## src/logic/tmw_pkg.sv

```systemverilog
// constants shared by the 8-bit timer mode logic and its compare channels
// assumes a single 40 MHz clock and a prescaled tick enable from outside
package tmw_pkg;

  // clock
  localparam int unsigned CLK_PERIOD_NS = 25;

  // register offsets
  localparam logic [2:0] OFF_CTRL_A = 3'h0;
  localparam logic [2:0] OFF_CTRL_B = 3'h1;
  localparam logic [2:0] OFF_COUNT  = 3'h2;
  localparam logic [2:0] OFF_CMP_A  = 3'h3;
  localparam logic [2:0] OFF_CMP_B  = 3'h4;
  localparam logic [2:0] OFF_FLAGS  = 3'h5;

  // control a fields
  localparam int unsigned CA_ACT_A_LSB = 6;
  localparam int unsigned CA_ACT_B_LSB = 4;
  localparam int unsigned CA_MODE_LSB  = 0;

  // control b fields
  localparam int unsigned CB_FORCE_A = 7;
  localparam int unsigned CB_FORCE_B = 6;
  localparam int unsigned CB_MODE_HI = 3;
  localparam int unsigned CB_CLK_LSB = 0;

  // flag fields
  localparam int unsigned FL_WRAP    = 0;
  localparam int unsigned FL_MATCH_A = 1;
  localparam int unsigned FL_MATCH_B = 2;

  // reset values
  localparam logic [7:0] RST_BYTE = 8'h00;
  localparam logic [1:0] RST_ACT  = 2'h0;
  localparam logic [2:0] RST_CLK  = 3'h0;

  // counter extremes and count step
  localparam logic [7:0] CNT_MAX    = 8'hFF;
  localparam logic [7:0] CNT_BOTTOM = 8'h00;
  localparam logic [7:0] CNT_ONE    = 8'h01;

  // wave mode codes, plus the stopped clock source code
  localparam logic [2:0] WM_NORMAL   = 3'h0;
  localparam logic [2:0] WM_CTC      = 3'h2;
  localparam logic [2:0] WM_FAST_MAX = 3'h3;
  localparam logic [2:0] WM_FAST_CMP = 3'h7;
  localparam logic [2:0] CLK_STOP    = 3'h0;

  // output action codes
  localparam logic [1:0] ACT_NONE   = 2'h0;
  localparam logic [1:0] ACT_TOGGLE = 2'h1;
  localparam logic [1:0] ACT_CLEAR  = 2'h2;
  localparam logic [1:0] ACT_SET    = 2'h3;

  // counting sequence, one-hot
  typedef enum logic [3:0] {
    TMW_SEQ_NORMAL   = 4'b0001,
    TMW_SEQ_CTC      = 4'b0010,
    TMW_SEQ_FAST_MAX = 4'b0100,
    TMW_SEQ_FAST_CMP = 4'b1000
  } tmw_seq_t;

endpackage

```

## src/logic/tmw_tick_if.sv

```systemverilog
// timing bundle from the counter core to each compare channel
// assumes both ends sit on the same clock
`timescale 1ns/10ps
interface tmw_tick_if;
  logic       tick;
  logic [7:0] count;
  logic       pwm;
  logic       at_top;
  logic       block;
  logic       mode_hi;

  modport drv
  (
    output tick,
    output count,
    output pwm,
    output at_top,
    output block,
    output mode_hi
  );

  modport chan
  (
    input tick,
    input count,
    input pwm,
    input at_top,
    input block,
    input mode_hi
  );
endinterface

```

## src/logic/tmw_cmp_chan.sv

```systemverilog
// one compare channel: buffered compare value, match flag, wave state
// assumes the counter core drives the tick bundle on the same clock
`timescale 1ns/10ps
module tmw_cmp_chan
#(
  parameter bit IS_A = 1'b1
)
(
  input  wire logic       sys_clk_i,
  input  wire logic       rst_n_i,
  input  wire logic       ce_i,
  tmw_tick_if.chan        tk,
  input  wire logic       wr_cmp_i,
  input  wire logic [7:0] wdata_i,
  input  wire logic [1:0] action_i,
  input  wire logic       force_i,
  input  wire logic       flag_clr_i,
  output logic [7:0]      cmp_act_o,
  output logic [7:0]      cmp_buf_o,
  output logic            flag_o,
  output logic            wave_o
);

  ////////////////////////////////////////////////////////////////////////////
  // match or force action on the stored output state, used in every mode
  function automatic logic apply_act(input logic cur, input logic [1:0] act);
    logic r;
    r = cur;
    case (act)
      tmw_pkg::ACT_TOGGLE: r = ~cur;
      tmw_pkg::ACT_CLEAR:  r = 1'b0;
      tmw_pkg::ACT_SET:    r = 1'b1;
      default:             r = cur;
    endcase
    return r;
  endfunction

  logic [7:0] cmp_buf_q;
  logic [7:0] cmp_act_q;
  logic       flag_q;
  logic       wave_q;
  logic       wave_d;

  wire logic hit      = tk.tick && (tk.count == cmp_act_q) && !tk.block;
  wire logic bottom   = tk.tick && tk.at_top;
  wire logic tgl_ok   = IS_A && tk.mode_hi;
  wire logic frc_hit  = force_i && !tk.pwm;
  wire logic reload   = tk.pwm && bottom;

  ////////////////////////////////////////////////////////////////////////////
  // output state: bottom wins over a match so cmp = top gives a flat level
  always_comb
  begin
    wave_d = wave_q;
    if (tk.pwm)
    begin
      if (bottom && action_i == tmw_pkg::ACT_CLEAR)
        wave_d = 1'b1;
      else if (bottom && action_i == tmw_pkg::ACT_SET)
        wave_d = 1'b0;
      else if (hit && action_i == tmw_pkg::ACT_TOGGLE)
        wave_d = tgl_ok ? ~wave_q : wave_q;
      else if (hit)
        wave_d = apply_act(wave_q, action_i);
    end
    else if (hit || frc_hit)
      wave_d = apply_act(wave_q, action_i);
  end

  ////////////////////////////////////////////////////////////////////////////
  always_ff @(posedge sys_clk_i)
  begin
    if (!rst_n_i)
    begin
      cmp_buf_q <= tmw_pkg::RST_BYTE;
      cmp_act_q <= tmw_pkg::RST_BYTE;
      flag_q    <= 1'b0;
      wave_q    <= 1'b0;
    end
    else if (ce_i)
    begin
      if (wr_cmp_i)
        cmp_buf_q <= wdata_i;
      // pwm reloads only at the boundary; other modes take writes at once
      if (wr_cmp_i && !tk.pwm)
        cmp_act_q <= wdata_i;
      else if (reload)
        cmp_act_q <= cmp_buf_q;
      if (hit)
        flag_q <= 1'b1;
      else if (flag_clr_i)
        flag_q <= 1'b0;
      wave_q <= wave_d;
    end
  end

  assign cmp_act_o = cmp_act_q;
  assign cmp_buf_o = cmp_buf_q;
  assign flag_o    = flag_q;
  assign wave_o    = wave_q;

endmodule

```

## src/logic/tmw_timer.sv

```systemverilog
// 8-bit timer mode logic: normal, clear-on-compare and fast pwm counting
// assumes timer_tick_i is a same-clock prescaler enable, one cycle wide,
// and the direction inputs come from port logic on the same clock
`timescale 1ns/10ps

module tmw_timer
(
  input  wire logic       sys_clk_i,
  input  wire logic       rst_n_i,
  input  wire logic       ce_i,
  input  wire logic [2:0] addr_i,
  input  wire logic [7:0] wdata_i,
  input  wire logic       wr_i,
  input  wire logic       rd_i,
  output logic      [7:0] rdata_o,
  input  wire logic       timer_tick_i,
  input  wire logic       wrap_ack_i,
  input  wire logic       match_a_ack_i,
  input  wire logic       match_b_ack_i,
  input  wire logic       dir_a_i,
  input  wire logic       dir_b_i,
  output logic            wave_a_o,
  output logic            wave_a_oe_o,
  output logic            wave_b_o,
  output logic            wave_b_oe_o,
  output logic            wrap_flag_o,
  output logic            match_a_flag_o,
  output logic            match_b_flag_o
);

  ////////////////////////////////////////////////////////////////////////////
  // register state
  logic [1:0] act_a_q;
  logic [1:0] act_b_q;
  logic [1:0] mode_lo_q;
  logic       mode_hi_q;
  logic [2:0] clk_src_q;
  logic [7:0] count_q;
  logic [7:0] count_d;
  logic       block_q;
  logic       wrap_q;
  logic [7:0] rdata_q;
  logic [7:0] rdata_d;
  tmw_pkg::tmw_seq_t seq;

  logic [7:0] cmp_a_act;
  logic [7:0] cmp_a_buf;
  logic [7:0] cmp_b_buf;
  logic       flag_a;
  logic       flag_b;
  logic       wave_a;
  logic       wave_b;

  ////////////////////////////////////////////////////////////////////////////
  // bus decode
  wire logic wr_ctrl_a = wr_i && addr_i == tmw_pkg::OFF_CTRL_A;
  wire logic wr_ctrl_b = wr_i && addr_i == tmw_pkg::OFF_CTRL_B;
  wire logic wr_count  = wr_i && addr_i == tmw_pkg::OFF_COUNT;
  wire logic wr_cmp_a  = wr_i && addr_i == tmw_pkg::OFF_CMP_A;
  wire logic wr_cmp_b  = wr_i && addr_i == tmw_pkg::OFF_CMP_B;
  wire logic wr_flags  = wr_i && addr_i == tmw_pkg::OFF_FLAGS;

  wire logic force_a = wr_ctrl_b && wdata_i[tmw_pkg::CB_FORCE_A];
  wire logic force_b = wr_ctrl_b && wdata_i[tmw_pkg::CB_FORCE_B];

  wire logic clr_wrap = wrap_ack_i
                     || (wr_flags && wdata_i[tmw_pkg::FL_WRAP]);
  wire logic clr_a    = match_a_ack_i
                     || (wr_flags && wdata_i[tmw_pkg::FL_MATCH_A]);
  wire logic clr_b    = match_b_ack_i
                     || (wr_flags && wdata_i[tmw_pkg::FL_MATCH_B]);

  ////////////////////////////////////////////////////////////////////////////
  // sequence decode from wave mode only; unlisted codes count as normal
  wire logic [2:0] wave_mode_sel = {mode_hi_q, mode_lo_q};

  always_comb
  begin
    case (wave_mode_sel)
      tmw_pkg::WM_CTC:      seq = tmw_pkg::TMW_SEQ_CTC;
      tmw_pkg::WM_FAST_MAX: seq = tmw_pkg::TMW_SEQ_FAST_MAX;
      tmw_pkg::WM_FAST_CMP: seq = tmw_pkg::TMW_SEQ_FAST_CMP;
      default:              seq = tmw_pkg::TMW_SEQ_NORMAL;
    endcase
  end

  wire logic is_ctc  = seq == tmw_pkg::TMW_SEQ_CTC;
  wire logic is_pwm  = seq == tmw_pkg::TMW_SEQ_FAST_MAX
                    || seq == tmw_pkg::TMW_SEQ_FAST_CMP;

  // stopped clock source masks the tick but never the bus
  wire logic tick    = timer_tick_i
                    && clk_src_q != tmw_pkg::CLK_STOP;

  wire logic [7:0] top = (seq == tmw_pkg::TMW_SEQ_FAST_CMP)
                       ? cmp_a_act : tmw_pkg::CNT_MAX;
  wire logic at_top   = count_q == top;
  // ctc clear uses raw equality so a blocked match still limits the count
  wire logic ctc_top  = count_q == cmp_a_act;
  // outside fast pwm the roll is always max to zero
  wire logic wrap_evt = tick && !wr_count
                     && (is_pwm ? at_top
                                : count_q == tmw_pkg::CNT_MAX);

  ////////////////////////////////////////////////////////////////////////////
  // counter next value; a write beats clear and count
  always_comb
  begin
    count_d = count_q;
    if (wr_count)
      count_d = wdata_i;
    else if (tick && is_ctc && ctc_top)
      count_d = tmw_pkg::CNT_BOTTOM;
    else if (tick && is_pwm && at_top)
      count_d = tmw_pkg::CNT_BOTTOM;
    else if (tick)
      count_d = count_q + tmw_pkg::CNT_ONE;
  end

  ////////////////////////////////////////////////////////////////////////////
  // read mux, data only in the cycle after the strobe
  always_comb
  begin
    case (addr_i)
      tmw_pkg::OFF_CTRL_A: rdata_d = {act_a_q, act_b_q, 2'h0, mode_lo_q};
      tmw_pkg::OFF_CTRL_B: rdata_d = {4'h0, mode_hi_q, clk_src_q};
      tmw_pkg::OFF_COUNT:  rdata_d = count_q;
      tmw_pkg::OFF_CMP_A:  rdata_d = cmp_a_buf;
      tmw_pkg::OFF_CMP_B:  rdata_d = cmp_b_buf;
      tmw_pkg::OFF_FLAGS:  rdata_d = {5'h00, flag_b, flag_a, wrap_q};
      default:             rdata_d = tmw_pkg::RST_BYTE;
    endcase
  end

  ////////////////////////////////////////////////////////////////////////////
  // control registers
  always_ff @(posedge sys_clk_i)
  begin
    if (!rst_n_i)
    begin
      act_a_q   <= tmw_pkg::RST_ACT;
      act_b_q   <= tmw_pkg::RST_ACT;
      mode_lo_q <= 2'h0;
      mode_hi_q <= 1'b0;
      clk_src_q <= tmw_pkg::RST_CLK;
    end
    else if (ce_i)
    begin
      if (wr_ctrl_a)
      begin
        act_a_q   <= wdata_i[tmw_pkg::CA_ACT_A_LSB +: 2];
        act_b_q   <= wdata_i[tmw_pkg::CA_ACT_B_LSB +: 2];
        mode_lo_q <= wdata_i[tmw_pkg::CA_MODE_LSB +: 2];
      end
      if (wr_ctrl_b)
      begin
        mode_hi_q <= wdata_i[tmw_pkg::CB_MODE_HI];
        clk_src_q <= wdata_i[tmw_pkg::CB_CLK_LSB +: 3];
      end
    end
  end

  ////////////////////////////////////////////////////////////////////////////
  // counter, match blocking, wrap flag, read data
  always_ff @(posedge sys_clk_i)
  begin
    if (!rst_n_i)
    begin
      count_q <= tmw_pkg::RST_BYTE;
      block_q <= 1'b0;
      wrap_q  <= 1'b0;
      rdata_q <= tmw_pkg::RST_BYTE;
    end
    else if (ce_i)
    begin
      count_q <= count_d;
      // block holds through a stopped clock until the next tick uses it
      if (wr_count)
        block_q <= 1'b1;
      else if (tick)
        block_q <= 1'b0;
      // set wins over any clear in the same cycle
      if (wrap_evt)
        wrap_q <= 1'b1;
      else if (clr_wrap)
        wrap_q <= 1'b0;
      rdata_q <= rd_i ? rdata_d : tmw_pkg::RST_BYTE;
    end
  end

  ////////////////////////////////////////////////////////////////////////////
  // compare channels
  tmw_tick_if tk_bus ();

  assign tk_bus.tick    = tick;
  assign tk_bus.count   = count_q;
  assign tk_bus.pwm     = is_pwm;
  assign tk_bus.at_top  = at_top;
  assign tk_bus.block   = block_q;
  assign tk_bus.mode_hi = mode_hi_q;

  tmw_cmp_chan #(.IS_A(1'b1)) u_chan_a
  (
    .sys_clk_i  (sys_clk_i),
    .rst_n_i    (rst_n_i),
    .ce_i       (ce_i),
    .tk         (tk_bus),
    .wr_cmp_i   (wr_cmp_a),
    .wdata_i    (wdata_i),
    .action_i   (act_a_q),
    .force_i    (force_a),
    .flag_clr_i (clr_a),
    .cmp_act_o  (cmp_a_act),
    .cmp_buf_o  (cmp_a_buf),
    .flag_o     (flag_a),
    .wave_o     (wave_a)
  );

  tmw_cmp_chan #(.IS_A(1'b0)) u_chan_b
  (
    .sys_clk_i  (sys_clk_i),
    .rst_n_i    (rst_n_i),
    .ce_i       (ce_i),
    .tk         (tk_bus),
    .wr_cmp_i   (wr_cmp_b),
    .wdata_i    (wdata_i),
    .action_i   (act_b_q),
    .force_i    (force_b),
    .flag_clr_i (clr_b),
    .cmp_act_o  (),
    .cmp_buf_o  (cmp_b_buf),
    .flag_o     (flag_b),
    .wave_o     (wave_b)
  );

  ////////////////////////////////////////////////////////////////////////////
  // pin side: state always held, driven only when overridden and output
  assign wave_a_o       = wave_a;
  assign wave_b_o       = wave_b;
  assign wave_a_oe_o    = dir_a_i && act_a_q != tmw_pkg::ACT_NONE;
  assign wave_b_oe_o    = dir_b_i && act_b_q != tmw_pkg::ACT_NONE;
  assign wrap_flag_o    = wrap_q;
  assign match_a_flag_o = flag_a;
  assign match_b_flag_o = flag_b;
  assign rdata_o        = rdata_q;

endmodule

```

## config.mk

```make
export PLATFORM = sky130hd
export DESIGN_NAME = tmw_timer
export DESIGN_NICKNAME = d
export VERILOG_FILES = /design/src/logic/tmw_pkg.sv /design/src/logic/tmw_tick_if.sv /design/src/logic/tmw_cmp_chan.sv /design/src/logic/tmw_timer.sv
export SDC_FILE = /design/constraint.sdc
export NUM_CORES = 1
export LEC_CHECK = 0
export BUFFER_PORTS_ARGS = -buffer_cell sky130_fd_sc_hd__clkbuf_2
export CORE_ASPECT_RATIO = 1.1
export CORE_MARGIN = 1
export CORE_UTILIZATION = 60
export CTS_CLUSTER_SIZE = 30
export DETAILED_ROUTE_END_ITERATION = 8
export GPL_TIMING_DRIVEN = 1
export PLACE_DENSITY = 0.81
export SYNTH_ARGS = -nofsm -noshare
export SYNTH_HDL_FRONTEND = slang
export SYNTH_HIERARCHICAL = 1
export SYNTH_SLANG_ARGS = --single-unit
```

## constraint.sdc

```tcl
create_clock -name sys_clk_i -period 2.84 [get_ports sys_clk_i]
set_clock_uncertainty 0.2 [all_clocks]
set_input_delay 0.568 -clock sys_clk_i [delete_from_list [all_inputs] [get_ports sys_clk_i]]
set_output_delay 0.568 -clock sys_clk_i [all_outputs]
set_load 0.05 [all_outputs]
```

Word-level counts from Yosys, hierarchy flattened
Cells that the tools add are included.
Cells by class
  add/sub/neg operators: 1
  multiplexer cells: 36
  bitwise gates (word level): 2
  equal/unequal tests: 25
  reductions and logical operators: 71
Operators by type and width (number)
  $mux W8: 10
  $pmux W8 S6: 1
  $logic_and A1 B1 Y1: 36
  $eq A8 B8 Y1: 3
  $mux W1: 22
  $reduce_and A2 Y1: 11
  $reduce_bool A2 Y1: 10
  $eq A3 B2 Y1 const B: 4
  $pmux W4 S3: 1
  $eq A3 B3 Y1 const B: 3
  $add A8 B1 Y8 const B: 1
  $eq A2 B2 Y1 const B: 4
  $eq A8 B8 Y1 const B: 1
  $reduce_and A4 Y1: 2
  $logic_or A1 B1 Y1: 6
  $pmux W1 S3: 2
  $ne A5 B1 Y1 const B: 1
  $ne A5 B3 Y1 const B: 1
  $eq A2 B1 Y1 const B: 2
  $eq A4 B2 Y1 const B: 1
  $eq A4 B3 Y1 const B: 1
  $eq A4 B4 Y1 const B: 1
  $ne A4 B1 Y1 const B: 1
  $ne A4 B2 Y1 const B: 1
  6 further kinds: 9
Storage, ports and cells
  logic and storage cells: 152
  register bits after elaboration: 64
  bits of input ports: 22
  output and inout bits: 15

Logic depth before layout (Yosys ltp)
  word-level depth: 10
  gate-level depth with buffers: 13
  gate-level depth less buffers: 11

By module
The synthesis kept the hierarchy.
By module, submodules not included
  tmw_timer: area an instance 1915.6 um^2, instances 1, cells each 231, sequential area each 560.5 um^2
  tmw_cmp_chan (u_chan_b): area an instance 1006.0 um^2, instances 1, cells each 108, sequential area each 360.3 um^2
  tmw_cmp_chan (u_chan_a): area an instance 965.9 um^2, instances 1, cells each 105, sequential area each 360.3 um^2

Least setup slack after synthesis
Ideal clock, no wire load.
  path kind: in2reg
  start point: input addr_i[0]
  end point: register u_chan_a.cmp_act_q[5] (netlist: u_chan_a/cmp_act_o[5])
  library setup time: 0.116 ns
  path buffers: 6
  cell stages on the path: 12
  arrival: 2.315 ns
  setup slack: 0.209 ns
  required time: 2.524 ns
  path through: buf_1 > clkbuf_1 > and3_1 > buf_6 > nor2b_4 > buf_6 > a31oi_1 > nor2b_1 > buf_6 > buf_8 > nand2_1 > o211a_1
On the way
  cells in the longest elaborated chain, start to end: 5
  elaborated cells on any way between the ends: 6
  those cells by class: 1 x eq/ne; 1 x mux; 4 x reduce/logical
RTL lines
  start: declaration: line tmw_timer.sv:11  | input wire logic [2:0] addr_i,
  $eq A3 B2 Y1 (*): line tmw_timer.sv:59  | wire logic wr_cmp_a = wr_i && addr_i == tmw_pkg::OFF_CMP_A;
  $logic_and A1 B1 Y1 (*): line tmw_timer.sv:59
  via wr_cmp_a: line tmw_timer.sv:59
  $logic_and A1 B1 Y1 (*): line tmw_cmp_chan.sv:85  | if (wr_cmp_i && !tk.pwm)
  $reduce_bool A2 Y1 (no source line)
  $reduce_and A2 Y1 (no source line)
  end signal: assignment: line tmw_cmp_chan.sv:76  | cmp_act_q <= tmw_pkg::RST_BYTE;
  end signal: assignment: line tmw_cmp_chan.sv:86  | cmp_act_q <= wdata_i;
  end signal: assignment: line tmw_cmp_chan.sv:88  | cmp_act_q <= cmp_buf_q;
  end: declaration: line tmw_cmp_chan.sv:39  | logic [7:0] cmp_act_q;
Mark *: on every way through the listed nets, which the timed path passes. The rest lies on a longest branch.
A chain may end at the register's enable or synchronous reset.

Worst setup path after layout
  start point: register count_q[5]
  end point: register u_chan_b.wave_q (netlist: u_chan_b/wave_o)
On the way
  cells in the longest elaborated chain, start to end: 6
  elaborated cells on any way between the ends: 16
  those cells by class: 4 x eq/ne; 3 x mux; 9 x reduce/logical
RTL lines
  start: declaration: line tmw_timer.sv:38  | logic [7:0] count_q;
  start signal: assignment: line tmw_timer.sv:169  | count_q <= tmw_pkg::RST_BYTE;
  start signal: assignment: line tmw_timer.sv:176  | count_q <= count_d;
  $eq A8 B8 Y1 (*): line tmw_timer.sv:97  | wire logic at_top = count_q == top;
  via at_top: line tmw_timer.sv:97
  $logic_and A1 B1 Y1 (*): line tmw_cmp_chan.sv:45  | wire logic bottom = tk.tick && tk.at_top;
  $logic_and A1 B1 Y1: line tmw_cmp_chan.sv:59  | else if (bottom && action_i == tmw_pkg::ACT_SET)
  $mux W1: line tmw_cmp_chan.sv:59
  $mux W1: line tmw_cmp_chan.sv:57  | if (bottom && action_i == tmw_pkg::ACT_CLEAR)
  $mux W1: line tmw_cmp_chan.sv:55  | if (tk.pwm)
  end signal: assignment: line tmw_cmp_chan.sv:93  | wave_q <= wave_d;
  end: declaration: line tmw_cmp_chan.sv:41  | logic wave_q;
Marks and branches as above.

==> impl_metrics.env <==
export IMPL_post_cts_buffers=0
export IMPL_wl_per_cell_um=20.2
export IMPL_end_kind="register"
export IMPL_cts_sinks=64
export IMPL_fin_setup_tns_ns=0
export IMPL_grt_pass1_vias=3344
export IMPL_die_h_um=86.4
export IMPL_worst_pin_slew_ns=0.550
export IMPL_crit_type="reg -> reg"
export IMPL_core_area_um2=6230
export IMPL_layout_drive_gt1_share_pct=19.5
export IMPL_setup_viol=0
export IMPL_holdWs_ns=0.295
export IMPL_synth_flop_cell="dfxtp_1"
export IMPL_finalWirelength_mm=11.5
export IMPL_numCtsBuffers=9
export IMPL_fp_row_count=30
export IMPL_p_seq_share_pct=45.6
export IMPL_maxSlewViolCount=0
export IMPL_path_cells="nor2b_1, a2111oi_2, nand3_1, nor2_1, a31oi_1, nor2_2, nand4_1, nand2_1, o221ai_1, nor3b_1, o21ai_1"
export IMPL_start_util_pct=62.4
export IMPL_n_fill_cell=506
export IMPL_total_leakage_power_nw=1.77
export IMPL_synth_top_area_cell="dfxtp_1"
export IMPL_slowest_delay_ns=0.43
export IMPL_p_switching_uw=543
export IMPL_rsz0062_at_grt="no"
export IMPL_hp_class="reg -> reg"
export IMPL_critical_path_startpoint="count_q[5]$_SDFFE_PN0P_"
export IMPL_max_slew_margin_pct=63.3
export IMPL_htree_levels=3
export IMPL_grt_ovfl_total=0
export IMPL_clk_pin_slew_ns=0.08
export IMPL_antenna_left=0
export IMPL_via_count=3622
export IMPL_crit_path_start_kind="register"
export IMPL_layout_cells_non_filler=567
export IMPL_antenna_found_initial=0
export IMPL_io_buffers=36
export IMPL_dieWidth_um=78.7
export IMPL_cp_slowest_cell="dfxtp_1"
export IMPL_required_ns=2.88
export IMPL_ys_warnings_count=6
export IMPL_reg2reg_from="count_q[5]$_SDFFE_PN0P_"
export IMPL_async_flop_share_pct=0
export IMPL_power_per_cell_area_nw_per_um2=469
export IMPL_cp_max_fo=8
export IMPL_antenna_cells=0
export IMPL_synthTopCellsByArea="dfxtp_1, mux2i_1, nand2_1"
export IMPL_viasPerCell=6.39
export IMPL_synth_area_um2=3890
export IMPL_maxCapViolations=0
export IMPL_placedCellCount=551
export IMPL_first_pass_iters=5
export IMPL_multi_input_area_um2=2350
export IMPL_synth_seq_cells=64
export IMPL_gp_congestion=0.971
export IMPL_cts_tree="built"
export IMPL_post_synth_cell_area_avg_um2=8.76
export IMPL_combinationalPowerShare_pct=10.8
export IMPL_grt_pass1_wl_mm=18.0
export IMPL_grtUsageTotal_pct=35.8
export IMPL_dp_hpwl_mm=7.89
export IMPL_cts_root_buf="clkbuf_8"
export IMPL_switching_share_pct=26.7
export IMPL_syn_num_nets=467
export IMPL_cp_arrival_ns=2.67
export IMPL_syn_to_final_growth_pct=11.6
export IMPL_final_hold_viol_count=0
export IMPL_post_route_min_period_ns=2.63
export IMPL_final_util_pct=69.6
export IMPL_io_pins=37
export IMPL_synth_top_area_share_pct=33.0
export IMPL_dieArea_um2=6810
export IMPL_nets=505
export IMPL_max_freq_mhz=380
export IMPL_cts_path_max_buffers=2
export IMPL_drc=0
export IMPL_final_period_utilization_pct=92.7
export IMPL_min_from="u_chan_b/cmp_buf_o[2]$_SDFFE_PN0P_"
export IMPL_status="finished clean"
export IMPL_regArea_um2=1280
export IMPL_synth_edf_count=0
export IMPL_ir_drop_v=0.000347
export IMPL_synthCells=444
export IMPL_grt_max_degree=51
export IMPL_ys_seq_area_share_pct=33.0
export IMPL_drt_iter0_drc=353
export IMPL_internal_power_mw=1.49
export IMPL_clock_latency_ns=0.35
export IMPL_synth_cell_types=61
export IMPL_p_clk_share_pct=43.7
[worst paths after layout]
| kind | to | cells after the start | slack, ns |
|---|---|---|---|
| min reg2reg | u_chan_b/cmp_buf_o[2]$_SDFFE_PN0P_ | 2 | 0.30 |
| max reg2reg | u_chan_b/wave_o$_SDFFE_PN0P_ | 11 | 0.21 |
| max | u_chan_b/wave_o$_SDFFE_PN0P_ | 11 | 0.21 |
| min | u_chan_b/cmp_buf_o[2]$_SDFFE_PN0P_ | 2 | 0.30 |
[power by group through the flow]
stage | logic, mW | clock network, mW | registers, mW
6_report | 0.219 | 0.887 | 0.926
3_3_place_gp | 0.207 | 0 | 0.946
2_1_floorplan | 0.137 | 0 | 0.945
4_1_cts | 0.212 | 0.888 | 0.926
5_1_grt | 0.230 | 0.924 | 0.928
3_5_place_dp | 0.209 | 0 | 0.947
[cell usage after synthesis, types with 9 or more instances]
cell type	number
mux2i_1	28
clkbuf_1	9
nand3_1	28
and2_1	11
nor2_1	21
a21oi_1	16
xnor2_1	19
nand2_1	60
dfxtp_1	64
o211a_1	17
a21boi_0	16
inv_1	15
[timing repair]
item / 4_1_cts / 5_1_grt
hold buffers: 0 / 0
resized for setup: 0 / 1
setup endpoints to repair: 0 / 1
[sequential cells by signal, summed over array words and instances (netlist names)]
name,count
count_q,8
mode_hi_q,1
u_chan_a/flag_o,1
act_a_q,2
u_chan_b/cmp_act_o,8
u_chan_a/cmp_buf_o,8
u_chan_a/wave_o,1
u_chan_a/cmp_act_o,8
act_b_q,2
rdata_o,8
clk_src_q,3
u_chan_b/wave_o,1
block_q,1
u_chan_b/cmp_buf_o,8
u_chan_b/flag_o,1
wrap_flag_o,1
mode_lo_q,2
[metrics by stage]
stage | power [mW] | setup WS [ns] | instance area, µm²
5_1_grt | 2.08 | 0.0394 | 4340
4_1_cts | 2.03 | 0.229 | 4330
2_1_floorplan | 1.08 | 0.209 | 3890
3_3_place_gp | 1.15 | 0.312 | 4110
3_5_place_dp | 1.16 | 0.236 | 4110
6_report | 2.03 | 0.207 | 4340
[area by class of cell]
class / instances / area share (%)
well taps: 80 / 2.31
clock buffers: 10 / 2.94
flip-flops and latches: 64 / 29.5
repair buffers: 54 / 7.27
multi-input cells: 336 / 54.3
clock inverters: 6 / 2.16
inverters: 17 / 1.47
[placed cells by master, fill, tap and decap left out, drive strengths merged, types with 8 or more instances in the layout]
master	count
dfxtp	64
nand2	60
clkbuf	46
nand3	28
mux2i	28
nor2	21
xnor2	19
buf	18
a21oi	18
o211a	17
a21boi	16
inv	16
and2	11
nor2b	11
o21ai	9
nand4	8
a22oi	8
[layer usage]
metal	GRT usage (%)	share of wire, %	routed length, µm	vias to the layer above
li1	-	-	-	1680
met4	18.5	4.0	457	0
met5	0	0	0	-
met3	6.00	9.2	1050	40
met2	54.1	45	5110	224
met1	49.1	42	4840	1678
[logic make-up after synthesis]
logic type | after synthesis | synth area share (%)
adders and majority gates | 1 | 0.322
AOI/OAI and AO/OA | 110 | 22.8
muxes | 36 | 10.1
and+or+nand+nor | 166 | 22.1
DFF | 64 | 33.0
buffers and inverters | 44 | 6.53
xor gates and xnor gates | 23 | 5.18
[critical path, delay by kind of cell (launching register included)]
kind | cells | cell delay, ns
AO/OA/AOI/OAI | 4 | 0.58
flip-flops | 1 | 0.43
AND/OR/NAND/NOR | 7 | 1.31
Note: power is estimated with default switching activity, not from simulation.
